**config.mk**
```make
export PLATFORM = sky130hd
export DESIGN_NAME = ifec_core_flat
export DESIGN_NICKNAME = d
export VERILOG_FILES = /design/src/ifec_pkg.sv /design/src/ifec_if.sv /design/src/ifec_core.sv /design/src/flat_wrapper.sv
export SDC_FILE = /design/constraint.sdc
export NUM_CORES = 1
export LEC_CHECK = 0
export ABC_AREA = 1
export BUFFER_PORTS_ARGS = -buffer_cell sky130_fd_sc_hd__buf_2
export CAP_MARGIN = 10
export CORE_ASPECT_RATIO = 1.75
export CORE_UTILIZATION = 45
export DETAILED_ROUTE_END_ITERATION = 16
export GPL_TIMING_DRIVEN = 0
export HOLD_SLACK_MARGIN = 0.05
export PLACE_DENSITY = 0.67
export SLEW_MARGIN = 20
export SYNTH_ARGS = -nofsm -noshare
export SYNTH_HDL_FRONTEND = slang
export SYNTH_SLANG_ARGS = --single-unit
```
**constraint.sdc**
```tcl
create_clock -name clk -period 2.97 [get_ports clk]
set_input_delay 0.297 -clock clk [delete_from_list [all_inputs] [get_ports clk]]
set_output_delay 0.297 -clock clk [all_outputs]
set_load 0.01 [all_outputs]
```
**src/ifec_pkg.sv**
```systemverilog
// Package of constants shared by the interrupt flag/enable controller and its core-side end.
// Function
// - Timer-F flags may re-set after clear in active mode.
// - Core waits validity interval before timer-F clear.
// - Core waits, reads timer-F status, then clears.
// - Longest instruction is 10 or 14 states.
// - Subactive mode clears timer-F flags without hazard.
// - Recommended: disable, wait, clear, read, re-enable.
// - Alternative: long handler, clear flags at end.
// - Same restrictions in 16-bit and 8-bit timer mode.
// - Edge select bits 1,0 read/write, reset zero.
// - Edge select bits 7 to 5 read one.
// - Enable one layout: bits 7,5,2,1,0 read/write.
// - Enable two layout: bits 7,6,3,2,0; reserved zero.
// - Request one flags 7,2,1,0; bit 5 reads one.
// - Request two flags 7,6,3,2,0; reserved zero.
package ifec_pkg;
    // Register indices on the device's own register port.
    localparam logic [2:0] ADDR_EDGE_SELECT = 3'h0;
    localparam logic [2:0] ADDR_ENABLE_ONE  = 3'h1;
    localparam logic [2:0] ADDR_ENABLE_TWO  = 3'h2;
    localparam logic [2:0] ADDR_REQUEST_ONE = 3'h3;
    localparam logic [2:0] ADDR_REQUEST_TWO = 3'h4;
    // Writable masks and forced-one read masks.
    localparam logic [7:0] EDGE_RW_MASK     = 8'h03;
    localparam logic [7:0] EDGE_READ_ONES   = 8'hE0;
    localparam logic [7:0] ONE_RW_MASK      = 8'hA7;
    localparam logic [7:0] EN_TWO_RW_MASK   = 8'hCD;
    localparam logic [7:0] REQ_ONE_FLAGS    = 8'h87;
    localparam logic [7:0] REQ_ONE_READ_ONE = 8'h20;
    localparam logic [7:0] REQ_TWO_FLAGS    = 8'hCD;
    // Source bit positions inside the request/enable registers.
    localparam int BIT_TIMER_A  = 7;
    localparam int BIT_WAKEUP   = 5;
    localparam int BIT_EC2      = 2;
    localparam int BIT_PIN1     = 1;
    localparam int BIT_PIN0     = 0;
    localparam int BIT_DT       = 7;
    localparam int BIT_ADC      = 6;
    localparam int BIT_TFH      = 3;
    localparam int BIT_TFL      = 2;
    localparam int BIT_EC       = 0;
    // Validity interval pieces for the core end.
    localparam int CLK_MHZ          = 200;
    localparam int SUBCLK_PERIOD_NS = 30518;
    localparam int STATES_PLAIN     = 10;
    localparam int STATES_MULDIV    = 14;
    localparam int SYNC_STATES      = 2;
    localparam int SUBCLK_CYCLES    = (SUBCLK_PERIOD_NS * CLK_MHZ + 999) / 1000;
    // Core APB register offsets.
    localparam logic [7:0] APB_CTRL    = 8'h00;
    localparam logic [7:0] APB_STATUS  = 8'h04;
    localparam logic [7:0] APB_IRQ_ST  = 8'h08;
    localparam logic [7:0] APB_IRQ_MSK = 8'h0C;
    localparam logic [7:0] APB_RDATA   = 8'h10;
    // Control bits of the core end.
    localparam int CTRL_START   = 0;
    localparam int CTRL_METHOD2 = 1;
    localparam int CTRL_MULDIV  = 2;
    localparam int CTRL_SUBACT  = 3;
    localparam int CTRL_READ    = 4;
    localparam int CTRL_ADDR_LO = 8;
    localparam int CTRL_WDATA_LO = 16;
endpackage : ifec_pkg

```
**src/ifec_if.sv**
```systemverilog
// Interface joining the interrupt controller and the processor-core end.
`timescale 1ns/1ps
interface ifec_if;
    logic       reg_sel;
    logic       reg_write;
    logic [2:0] reg_addr;
    logic [7:0] reg_wdata;
    logic [7:0] reg_rdata;
    logic       irq_request;
    logic       subactive;
    logic       tf_status_read;

    modport device (input reg_sel, input reg_write, input reg_addr, input reg_wdata, input subactive,
                    input tf_status_read, output reg_rdata, output irq_request);
    modport core (output reg_sel, output reg_write, output reg_addr, output reg_wdata, output subactive,
                  output tf_status_read, input reg_rdata, input irq_request);
endinterface : ifec_if

```
**src/ifec_core.sv**
```systemverilog
// Processor-core end: runs the timer-F clear sequences and offers an APB register set.
`timescale 1ns/1ps
module ifec_core #(
    parameter int SUBCLK_CYCLES = ifec_pkg::SUBCLK_CYCLES
) (
    input  wire logic        clk,
    input  wire logic        rst_b,
    ifec_if.core             link,
    input  wire logic        psel,
    input  wire logic        penable,
    input  wire logic        pwrite,
    input  wire logic [7:0]  paddr,
    input  wire logic [31:0] pwdata,
    output logic      [31:0] prdata,
    output logic             pready,
    output logic             pslverr,
    output logic             irq
);
    typedef enum logic [2:0] {
        ST_IDLE = 3'b000, ST_DIS = 3'b001, ST_WAIT = 3'b011, ST_CLR = 3'b010,
        ST_READ = 3'b110, ST_EN = 3'b111, ST_RAW = 3'b101
    } ifec_state_e;

    ifec_state_e  state;
    logic [31:0]  ctrl;
    logic [7:0]   rdata_hold;
    logic [1:0]   irq_st;
    logic [1:0]   irq_msk;
    logic [31:0]  wait_cnt;
    logic [31:0]  wait_len;
    logic [7:0]   saved_en;
    logic         wr;
    logic         req_edge;
    logic         req_q;

    assign wr      = psel && penable && pwrite;
    assign pready  = 1'b1;
    assign pslverr = 1'b0;
    assign irq     = |(irq_st & irq_msk);
    // In active mode the interval covers one subclock period, the longest instruction and two sync cycles; subactive mode waits one cycle.
    assign wait_len = link.subactive ? 32'h1 : 32'(SUBCLK_CYCLES)
        + (ctrl[ifec_pkg::CTRL_MULDIV] ? 32'(ifec_pkg::STATES_MULDIV) : 32'(ifec_pkg::STATES_PLAIN))
        + 32'(ifec_pkg::SYNC_STATES);

    // Software control word; start and read are self-clearing when the sequencer takes them.
    always_ff @(posedge clk or negedge rst_b) begin
        if (!rst_b) begin
            ctrl <= 32'h0;
        end else if (wr && paddr == ifec_pkg::APB_CTRL) begin
            ctrl <= pwdata;
        end else if (state == ST_IDLE) begin
            ctrl[ifec_pkg::CTRL_START] <= 1'b0;
            ctrl[ifec_pkg::CTRL_READ]  <= 1'b0;
        end
    end

    // Clear sequence, both timer widths alike; method 2 skips disable and re-enable.
    always_ff @(posedge clk or negedge rst_b) begin
        if (!rst_b) begin
            state          <= ST_IDLE;
            wait_cnt       <= 32'h0;
            saved_en       <= 8'h00;
            rdata_hold     <= 8'h00;
            link.reg_sel   <= 1'b0;
            link.reg_write <= 1'b0;
            link.reg_addr  <= 3'h0;
            link.reg_wdata <= 8'h00;
            link.tf_status_read <= 1'b0;
        end else begin
            link.reg_sel        <= 1'b0;
            link.reg_write      <= 1'b0;
            link.tf_status_read <= 1'b0;
            case (state)
                ST_IDLE: begin
                    if (ctrl[ifec_pkg::CTRL_START]) begin
                        state         <= ST_DIS;
                        link.reg_sel  <= 1'b1;
                        link.reg_addr <= ifec_pkg::ADDR_ENABLE_TWO;
                    end else if (ctrl[ifec_pkg::CTRL_READ]) begin
                        state          <= ST_RAW;
                        link.reg_sel   <= 1'b1;
                        link.reg_write <= ctrl[ifec_pkg::CTRL_WDATA_LO + 8];
                        link.reg_addr  <= ctrl[ifec_pkg::CTRL_ADDR_LO +: 3];
                        link.reg_wdata <= ctrl[ifec_pkg::CTRL_WDATA_LO +: 8];
                    end
                end
                ST_RAW: begin
                    rdata_hold <= link.reg_rdata;
                    state      <= ST_IDLE;
                end
                ST_DIS: begin
                    saved_en <= link.reg_rdata;
                    wait_cnt <= 32'h0;
                    state    <= ST_WAIT;
                    if (!ctrl[ifec_pkg::CTRL_METHOD2]) begin
                        link.reg_sel   <= 1'b1;
                        link.reg_write <= 1'b1;
                        link.reg_addr  <= ifec_pkg::ADDR_ENABLE_TWO;
                        link.reg_wdata <= link.reg_rdata & ~8'h0C;
                    end
                end
                ST_WAIT: begin
                    wait_cnt <= wait_cnt + 32'h1;
                    if (wait_cnt + 32'h1 >= wait_len) begin
                        state          <= ST_CLR;
                        link.reg_sel   <= 1'b1;
                        link.reg_write <= 1'b1;
                        link.reg_addr  <= ifec_pkg::ADDR_REQUEST_TWO;
                        link.reg_wdata <= ifec_pkg::REQ_TWO_FLAGS & ~8'h0C;
                    end
                end
                ST_CLR: begin
                    // Status read precedes the overflow/compare clear in the timer.
                    link.tf_status_read <= 1'b1;
                    state               <= ST_READ;
                end
                ST_READ: begin
                    state <= ST_EN;
                end
                ST_EN: begin
                    // Enables come back only after the overflow/compare clear has been granted.
                    state <= ST_IDLE;
                    if (!ctrl[ifec_pkg::CTRL_METHOD2]) begin
                        link.reg_sel   <= 1'b1;
                        link.reg_write <= 1'b1;
                        link.reg_addr  <= ifec_pkg::ADDR_ENABLE_TWO;
                        link.reg_wdata <= saved_en & ifec_pkg::EN_TWO_RW_MASK;
                    end
                end
                default: begin
                    state <= ST_IDLE;
                end
            endcase
        end
    end

    // Sticky events: sequence done and rising request from the device; set beats clear.
    always_ff @(posedge clk or negedge rst_b) begin
        if (!rst_b) begin
            irq_st  <= 2'h0;
            irq_msk <= 2'h0;
            req_q   <= 1'b0;
        end else begin
            req_q <= link.irq_request;
            if (wr && paddr == ifec_pkg::APB_IRQ_MSK) begin
                irq_msk <= pwdata[1:0];
            end
            irq_st <= (wr && paddr == ifec_pkg::APB_IRQ_ST ? irq_st & ~pwdata[1:0] : irq_st)
                    | {req_edge, state == ST_EN};
        end
    end
    assign req_edge = link.irq_request && !req_q;

    // Subactive mode is a level taken from the control word.
    always_ff @(posedge clk or negedge rst_b) begin
        if (!rst_b) begin
            link.subactive <= 1'b0;
        end else begin
            link.subactive <= ctrl[ifec_pkg::CTRL_SUBACT];
        end
    end

    // APB read mux; unmapped addresses read zero.
    always_comb begin
        case (paddr)
            ifec_pkg::APB_CTRL:    prdata = ctrl;
            ifec_pkg::APB_STATUS:  prdata = {28'h0, link.irq_request, 3'(state)};
            ifec_pkg::APB_IRQ_ST:  prdata = {30'h0, irq_st};
            ifec_pkg::APB_IRQ_MSK: prdata = {30'h0, irq_msk};
            ifec_pkg::APB_RDATA:   prdata = {24'h0, rdata_hold};
            default:               prdata = 32'h0;
        endcase
    end
endmodule : ifec_core

```
**src/flat_wrapper.sv**
```systemverilog
// flat-port wrapper written by rule: the top's interface ports become plain ports
module ifec_core_flat 
#(
    parameter int SUBCLK_CYCLES = ifec_pkg::SUBCLK_CYCLES
)
  (clk, rst_b, psel, penable, pwrite, paddr, pwdata, prdata, pready, pslverr, irq, link_reg_sel, link_reg_write, link_reg_addr, link_reg_wdata, link_subactive, link_tf_status_read, link_reg_rdata, link_irq_request);
  ifec_if link_i ();
  input  wire logic clk;
  input  wire logic rst_b;
  input  wire logic psel;
  input  wire logic penable;
  input  wire logic pwrite;
  input  wire logic [7:0] paddr;
  input  wire logic [31:0] pwdata;
  output logic      [31:0] prdata;
  output logic pready;
  output logic pslverr;
  output logic irq;
  output wire logic [$bits(link_i.reg_sel)-1:0] link_reg_sel;
  output wire logic [$bits(link_i.reg_write)-1:0] link_reg_write;
  output wire logic [$bits(link_i.reg_addr)-1:0] link_reg_addr;
  output wire logic [$bits(link_i.reg_wdata)-1:0] link_reg_wdata;
  output wire logic [$bits(link_i.subactive)-1:0] link_subactive;
  output wire logic [$bits(link_i.tf_status_read)-1:0] link_tf_status_read;
  input wire logic [$bits(link_i.reg_rdata)-1:0] link_reg_rdata;
  input wire logic [$bits(link_i.irq_request)-1:0] link_irq_request;
  assign link_reg_sel = link_i.reg_sel;
  assign link_reg_write = link_i.reg_write;
  assign link_reg_addr = link_i.reg_addr;
  assign link_reg_wdata = link_i.reg_wdata;
  assign link_subactive = link_i.subactive;
  assign link_tf_status_read = link_i.tf_status_read;
  assign link_i.reg_rdata = link_reg_rdata;
  assign link_i.irq_request = link_irq_request;
  ifec_core #(.SUBCLK_CYCLES(SUBCLK_CYCLES)) u_core (.clk(clk), .rst_b(rst_b), .link(link_i), .psel(psel), .penable(penable), .pwrite(pwrite), .paddr(paddr), .pwdata(pwdata), .prdata(prdata), .pready(pready), .pslverr(pslverr), .irq(irq));
endmodule
```
### After elaboration in Yosys (flattened, before gate mapping)

Index checks and enable logic that the tools add are counted.

* input bits: 54
* register bits: 103

* mux-type cells: 32
* order comparisons: 1
* add/subtract/negate cells: 3
* eq/ne operators: 17
* bitwise gates (word level): 4
* reductions and logical operators: 18

Operator list (number)
* $pmux 32 s5: 1
* $pmux 32 s2: 1
* $mux 8: 5
* $add 13x32->32 const A: 1
* $add 32x1->32 const B: 1
* $add 32x2->32 const B: 1
* $ge 32x32->1: 1
* $mux 32: 1
* $pmux 8 s4: 1
* $mux 3: 8
* $eq 8x4->1 const B: 2
* $pmux 3 s5: 1
* $mux 1: 10
* $eq 3x3->1 const B: 3
* $pmux 3 s3: 1
* $eq 8x3->1 const B: 1
* $eq 8x5->1 const B: 1
* $logic_not 8->1: 1
* $ne 2x2->1 const B: 4
* $eq 3x2->1 const B: 2
* $logic_and 1x1->1: 6
* $pmux 1 s3: 2
* $reduce_and 6->1: 1
* $and 2x2->2: 2
* 14 further kinds: 17

### Longest topological paths before layout

* depth after elaboration: 7
* gate-level depth with buffers: 23
* depth with buffers taken out: 22

### Worst setup path before layout

OpenSTA, ideal clock, no wires.

* path kind: register to register
* from: reg u_core.wait_cnt[0]
* to: reg u_core.link.reg_addr[1]
* required time: 2.853 ns
* setup slack: 0.227 ns
* arrival: 2.626 ns
* cell stages (with the launch flop): 23
* path buffers: 1
* path through: dfrtp_1 ha_1 nand2_2 nor2_4 nand2_2 inv_1 nand2_1 o21ai_0 inv_1 ha_1 nand2_1 nor2_1 a211oi_1 nand2_1 nand2_1 nand2_1 nor2_1 nand3_1 nor2_2 nand3_2 buf_4 nand4_1 nand2_1

* longest elaborated chain between the ends: 4

Ends and longest elaborated chain
* from (decl): line ifec_core.sv:29 `logic [31:0] wait_cnt;`
* from (signal assigned): line ifec_core.sv:103 `wait_cnt <= wait_cnt + 32'h1;`
* $add 32x1->32: line ifec_core.sv:104 `if (wait_cnt + 32'h1 >= wait_len) begin`
* $ge 32x32->1: line ifec_core.sv:104
* $ne 2x1->1 (no line)
* $reduce_and 4->1 (no line)
* to (signal assigned): line ifec_core.sv:98 `link.reg_addr <= ifec_pkg::ADDR_ENABLE_TWO;`
* to (signal assigned): line ifec_core.sv:108 `link.reg_addr <= ifec_pkg::ADDR_REQUEST_TWO;`
* to (signal assigned): line ifec_core.sv:126 `link.reg_addr <= ifec_pkg::ADDR_ENABLE_TWO;`
* to (decl): line ifec_if.sv:15 `modport core (output reg_sel, output reg_write, output reg_addr, output reg_wdata, output subactive,`

No other way between the ends.
A chain may end at the register's enable or synchronous reset.

### Worst setup path after layout

* from: reg u_core.wait_cnt[0]
* to: reg u_core.link.reg_wdata[7]

* longest elaborated chain between the ends: 4

Ends and longest elaborated chain
* $add 32x1->32: line ifec_core.sv:104
* $ge 32x32->1: line ifec_core.sv:104
* $ne 2x1->1 (no line)
* $reduce_and 6->1 (no line)
* to (signal assigned): line ifec_core.sv:99 `link.reg_wdata <= link.reg_rdata & ~8'h0C;`
* to (signal assigned): line ifec_core.sv:109 `link.reg_wdata <= ifec_pkg::REQ_TWO_FLAGS & ~8'h0C;`
* to (signal assigned): line ifec_core.sv:127 `link.reg_wdata <= saved_en & ifec_pkg::EN_TWO_RW_MASK;`
* to (decl): line ifec_if.sv:15

No other way between the ends.

==> summary by stage <==
Run status
The flow ran to the end, and the final reports show no timing, DRC or antenna violations.

Worst setup path
The worst register-to-register path has a setup slack of 0.13 ns. The element type at the critical path end is a flop. The source of the critical timing path is u_core.wait_cnt[0]$_DFFE_PN0P_. For the worst setup path, the data required time is roughly 3.2 ns. The cell type group with the largest total delay on the critical path is simple AND/OR/NAND/NOR gates. The type of origin of the critical path is a flop.

The combined buffer and inverter count along the critical path is 2. The delay contributed by the slowest stage of the critical path is 0.42 ns. The worst setup path category is flop to flop. The cell depth of the worst flop-to-flop path is 20. The worst register-to-register path begins at u_core.wait_cnt[0]$_DFFE_PN0P_. By instance count, the cell type seen most on the critical path is sky130_fd_sc_hd__nand2_1. Among all stages on the critical path, the largest delay is contributed by sky130_fd_sc_hd__dfrtp_2. The peak fanout along the critical path is 4. The endpoint identified for the worst register-to-register timing path is u_core.link.reg_wdata[7]$_DFFE_PN0P_. Traced cell by cell, the critical path runs through ha_4, nand2_4, nor2_4, nand2_4, buf_4, nor2_4, xor2_1, ha_1, nand2_1, nor2_1, nand2_1, nor2_1, nand2_1, a21oi_1, nor2_1, nand3_4, nand2_4, buf_4, nand2_1, o21ai_2.

The data arrival time of the worst path is a little over 3 ns.

Synth
The number of warnings printed during yosys synthesis is 0. Summing the areas of all and, or, nand and nor instances in the mapped netlist gives around 28% of the synthesized area. For this run, the leading register cell type out of synthesis is sky130_fd_sc_hd__dfrtp_1. The number of nets handed over by synthesis was 817. Of the post-synthesis cell area, the part taken by muxes is under 10%.

The post-synthesis instance area is approximately 5600 µm². For this run, the register share of the synthesized area comes to ~45%. Summing the areas of all fa, ha and maj instances in the mapped netlist gives 2.47% of the synthesized area. The compound-cell area share of the yosys netlist is 11.8%. The dominant combinational cell family by area after synthesis is simple AND/OR/NAND/NOR gates. The commonest cells after synthesis are 178 x sky130_fd_sc_hd__nand2_1, 117 x sky130_fd_sc_hd__nor2_1, 116 x sky130_fd_sc_hd__inv_1. Yosys attributes the largest share of cell area to sky130_fd_sc_hd__dfrtp_1 45%, sky130_fd_sc_hd__nand2_1 12%, sky130_fd_sc_hd__nor2_1 7.9%, sky130_fd_sc_hd__inv_1 7.8%, sky130_fd_sc_hd__o21ai_0 3.5%. The synthesized design contains 0 enable-type register cells. The most common cell in the synthesized netlist is sky130_fd_sc_hd__nand2_1.

The cell count after synthesis is between 700 and 800. The per-instance average area after synthesis is 7.41 µm². The leading area contributor after synthesis is sky130_fd_sc_hd__dfrtp_1. After synthesis, the share of flip-flops with an asynchronous set or reset is between 90% and 100%. The synthesized netlist devotes 1.41% of its cell area to XOR and XNOR gates. The unique cell type count in the Yosys netlist is 37.

The portion of synthesized cell area occupied by the leading cell type is ~45%. In this run, synthesis produced a sequential element count of 100.

Placed design
Once detailed placement completed, the half-perimeter wirelength came to approximately 12,000 µm. Before CTS, the worst setup slack after placement is -0.473 ns. The last weighted congestion value of the routability-driven placer is between 0.9 and 1. Buffers placed on the I/O ports in this run total a little over 100.

Global routing
The wire length of the first global-routing pass is around 26,000 µm. Entering global routing, the biggest net connects 77 pins. The via count of the first global-routing pass is ~5,400. The number of antenna violations at the first check in global routing is 0. Global routing used 26.2% of the available tracks across all layers. The sum of overflow across all layers after global routing is 0.

Final layout
The layout net count is about 950. The number of inserted filler cells in the final layout is between 1,000 and 1,500. The number of inserted diodes is 0. Cells with a size suffix above 1 make up between 20 and 25% of the layout. The sequential cell area is around 2500 µm². The total area of multi-input combinational cells is ~2700 µm². The post-synthesis to final-layout area growth is 24.2%.

Die
The die area is 12,900 µm². The die height is between 100 and 150 µm. The initial utilization of the core area, before any placement, comes to between 40% and 50%. In this run the horizontal extent of the chip is between 80 and 90 µm. The top-level I/O count is 104. After floorplanning, the core was divided into 53 placement rows.

The area of the core region is around 12,000 µm².

Clocking
The H-tree level count is 3. CTS saw 100 sinks. The clock reaches the later pin of the worst-skew pair after approximately 0.35 ns.

The TritonCTS clock tree is built. The buffer levels on the longest clock path is 2. The total clock buffers created by CTS is 9. The tree is rooted in a sky130_fd_sc_hd__clkbuf_16.

The clock transition time at the flip-flop clock pins of the worst setup and hold paths is ~0.080 ns.

Pwr
The power per cell area is 649 nW/µm². The leakage power is between 3 and 4 nW. The worst-case IR drop observed on VDD is 0.553 mV. The design draws ~4.5 mW.

Min path
The worst hold path begins at link_irq_request. The path class of the tightest hold or removal check is input pin to flop. The path with the worst hold slack has its endpoint at u_core.req_q$_DFF_PN0_. The cell depth of the worst min-delay path is 1.

Flow run
The tool flagged a number of max-cap violations equal to 0.

Route
The remaining antenna violation count after routing is 0. The total number of vias is about 5,400. After detailed routing, the number of vias per cell comes to ~5.1. The number of optimization iterations in the first detailed-route pass is 4. The average wire per standard cell is 15.3 µm. The detailed router finished its first iteration with roughly 230 violations. Summed over all layers, the routed wires come to between 15,000 and 20,000 µm. The post-route DRC violation count is 0.

STA
The final cycle utilization of the critical path is a little over nine tenths. Setup repair after global routing could not meet its margin everywhere. The number of pins exceeding their max-slew limit in the final report is 0. The worst path needs 2.84 ns of the cycle, external delays included. The actual slew at the worst max-slew pin is between 0.8 and 0.9 ns. Static timing analysis puts the maximum clock frequency at 0.352 GHz.

The worst setup slack after layout is approximately 0.13 ns. Headroom to the max-slew limit came out at between 40% and 50%. Setup violations remaining at the end of the flow were counted as 0. The final count of hold timing violations is 0. Clock skew on the completed layout was measured at 0.00919 ns.
[cell families (layout without fill, tap and decap cells)]
family                   after synthesis  after routing
AND/OR/NAND/NOR                      375            375
other                                  2              2
AO/OA/AOI/OAI                        113            113
multiplexers                           7              7
XOR/XNOR                               9              9
adder cells (fa/ha/maj)               11             11
flip-flops                           100            100
buffers and inverters                135            271
[layout make-up]
type                    instances  share of cell area (%)
repair buffers                120                    9.89
well taps                     165                    2.98
multi-input cells             517                    39.0
flip-flops and latches        100                    36.2
plain buffers                  18                    1.32
inverters                     117                    6.34
clock inverters                 6                   0.795
clock buffers                  10                    3.45
[state kept, by name (all words and copies together), names as in the netlist]
signal	flops
u_core.ctrl	32
u_core.irq_msk	2
u_core.irq_st	2
u_core.link.reg_addr	3
u_core.link.reg_sel	1
u_core.link.reg_wdata	8
u_core.link.reg_write	1
u_core.link.subactive	1
u_core.link.tf_status_read	1
u_core.rdata_hold	8
u_core.req_q	1
u_core.saved_en	5
u_core.state	3
u_core.wait_cnt	32
[report_power, final]
group / switching, mW / internal (mW) / leakage, nW / total (mW)
registers: 0.155 / 1.60 / 1.20 / 1.76
logic: 0.984 / 0.570 / 2.34 / 1.55
clock network: 0.572 / 0.607 / 0.139 / 1.18
[routing by layer]
| layer | share of wire (%) | vias up | GRT usage (%) |
|---|---|---|---|
| met5 | 0 | - | 0 |
| met4 | 6.3 | 0 | 16.8 |
| met3 | 3.2 | 51 | 4.15 |
| met2 | 55 | 136 | 49.0 |
| met1 | 36 | 2509 | 26.3 |
| li1 | - | 2662 | - |
[placed cells by master, fill, tap and decap left out, types with 7 or more instances in the layout]
cell                        instances
sky130_fd_sc_hd__a21oi_1           28
sky130_fd_sc_hd__buf_2            101
sky130_fd_sc_hd__buf_4             17
sky130_fd_sc_hd__clkbuf_1          12
sky130_fd_sc_hd__clkbuf_16          9
sky130_fd_sc_hd__dfrtp_1           98
sky130_fd_sc_hd__ha_1               9
sky130_fd_sc_hd__inv_1            113
sky130_fd_sc_hd__mux2_2             7
sky130_fd_sc_hd__nand2_1          169
sky130_fd_sc_hd__nand2_2           13
sky130_fd_sc_hd__nand3_1           32
sky130_fd_sc_hd__nand4_1           11
sky130_fd_sc_hd__nor2_1           115
sky130_fd_sc_hd__nor2_2             7
sky130_fd_sc_hd__nor2_4             7
sky130_fd_sc_hd__o21ai_0           37
sky130_fd_sc_hd__o22ai_1           22
sky130_fd_sc_hd__xor2_1             8
[worst max path at each step]
stage / to / slack, ns / cells after the start
floorplan: u_core.link.reg_addr[1]$_DFFE_PN0P_ / 0.23 / 22
global placement: u_core.link.reg_wdata[2]$_DFFE_PN0P_ / -0.43 / 22
detailed placement: u_core.link.reg_addr[2]$_DFFE_PN0P_ / -0.47 / 22
CTS: u_core.link.reg_addr[2]$_DFFE_PN0P_ / 0.007 / 22
global route: u_core.link.reg_addr[2]$_DFFE_PN0P_ / -0.14 / 21
finish: u_core.link.reg_wdata[7]$_DFFE_PN0P_ / 0.13 / 20
[worst register-to-register path: cells and delay by family, from the launching register on]
kind            cells  cell delay (ns)
simple gates       13             1.23
fa+ha+maj           2             0.49
flops               1             0.42
buf+inv             2             0.32
compound gates      2             0.17
xor+xnor            1             0.10
[metrics by stage]
stage	area [µm²]	TNS (ns)	cells	utilization (%)	hold WS [ns]
2_1_floorplan	5570	0	752	-	0.00141
3_3_place_gp	6280	-5.61	1018	52.1	0.417
3_5_place_dp	6320	-6.25	1019	52.4	0.184
4_1_cts	6800	0	1048	56.4	0.0785
5_1_grt	6920	-1.24	1053	57.4	0.0749
6_report	6920	0	1053	57.4	0.0867
[timing repair]
| item | 4_1_cts | 5_1_grt |
|---|---|---|
| endpoints found under the setup margin | 15 | 15 |
| resized for setup | 21 | 24 |
| buffers inserted | 10 | 5 |
| pin swaps | 9 | 14 |
| gates cloned | 2 | 0 |
| hold endpoints to repair | 24 | 0 |
| hold buffers | 1 | 0 |
Power figures use the tool's default switching activity.
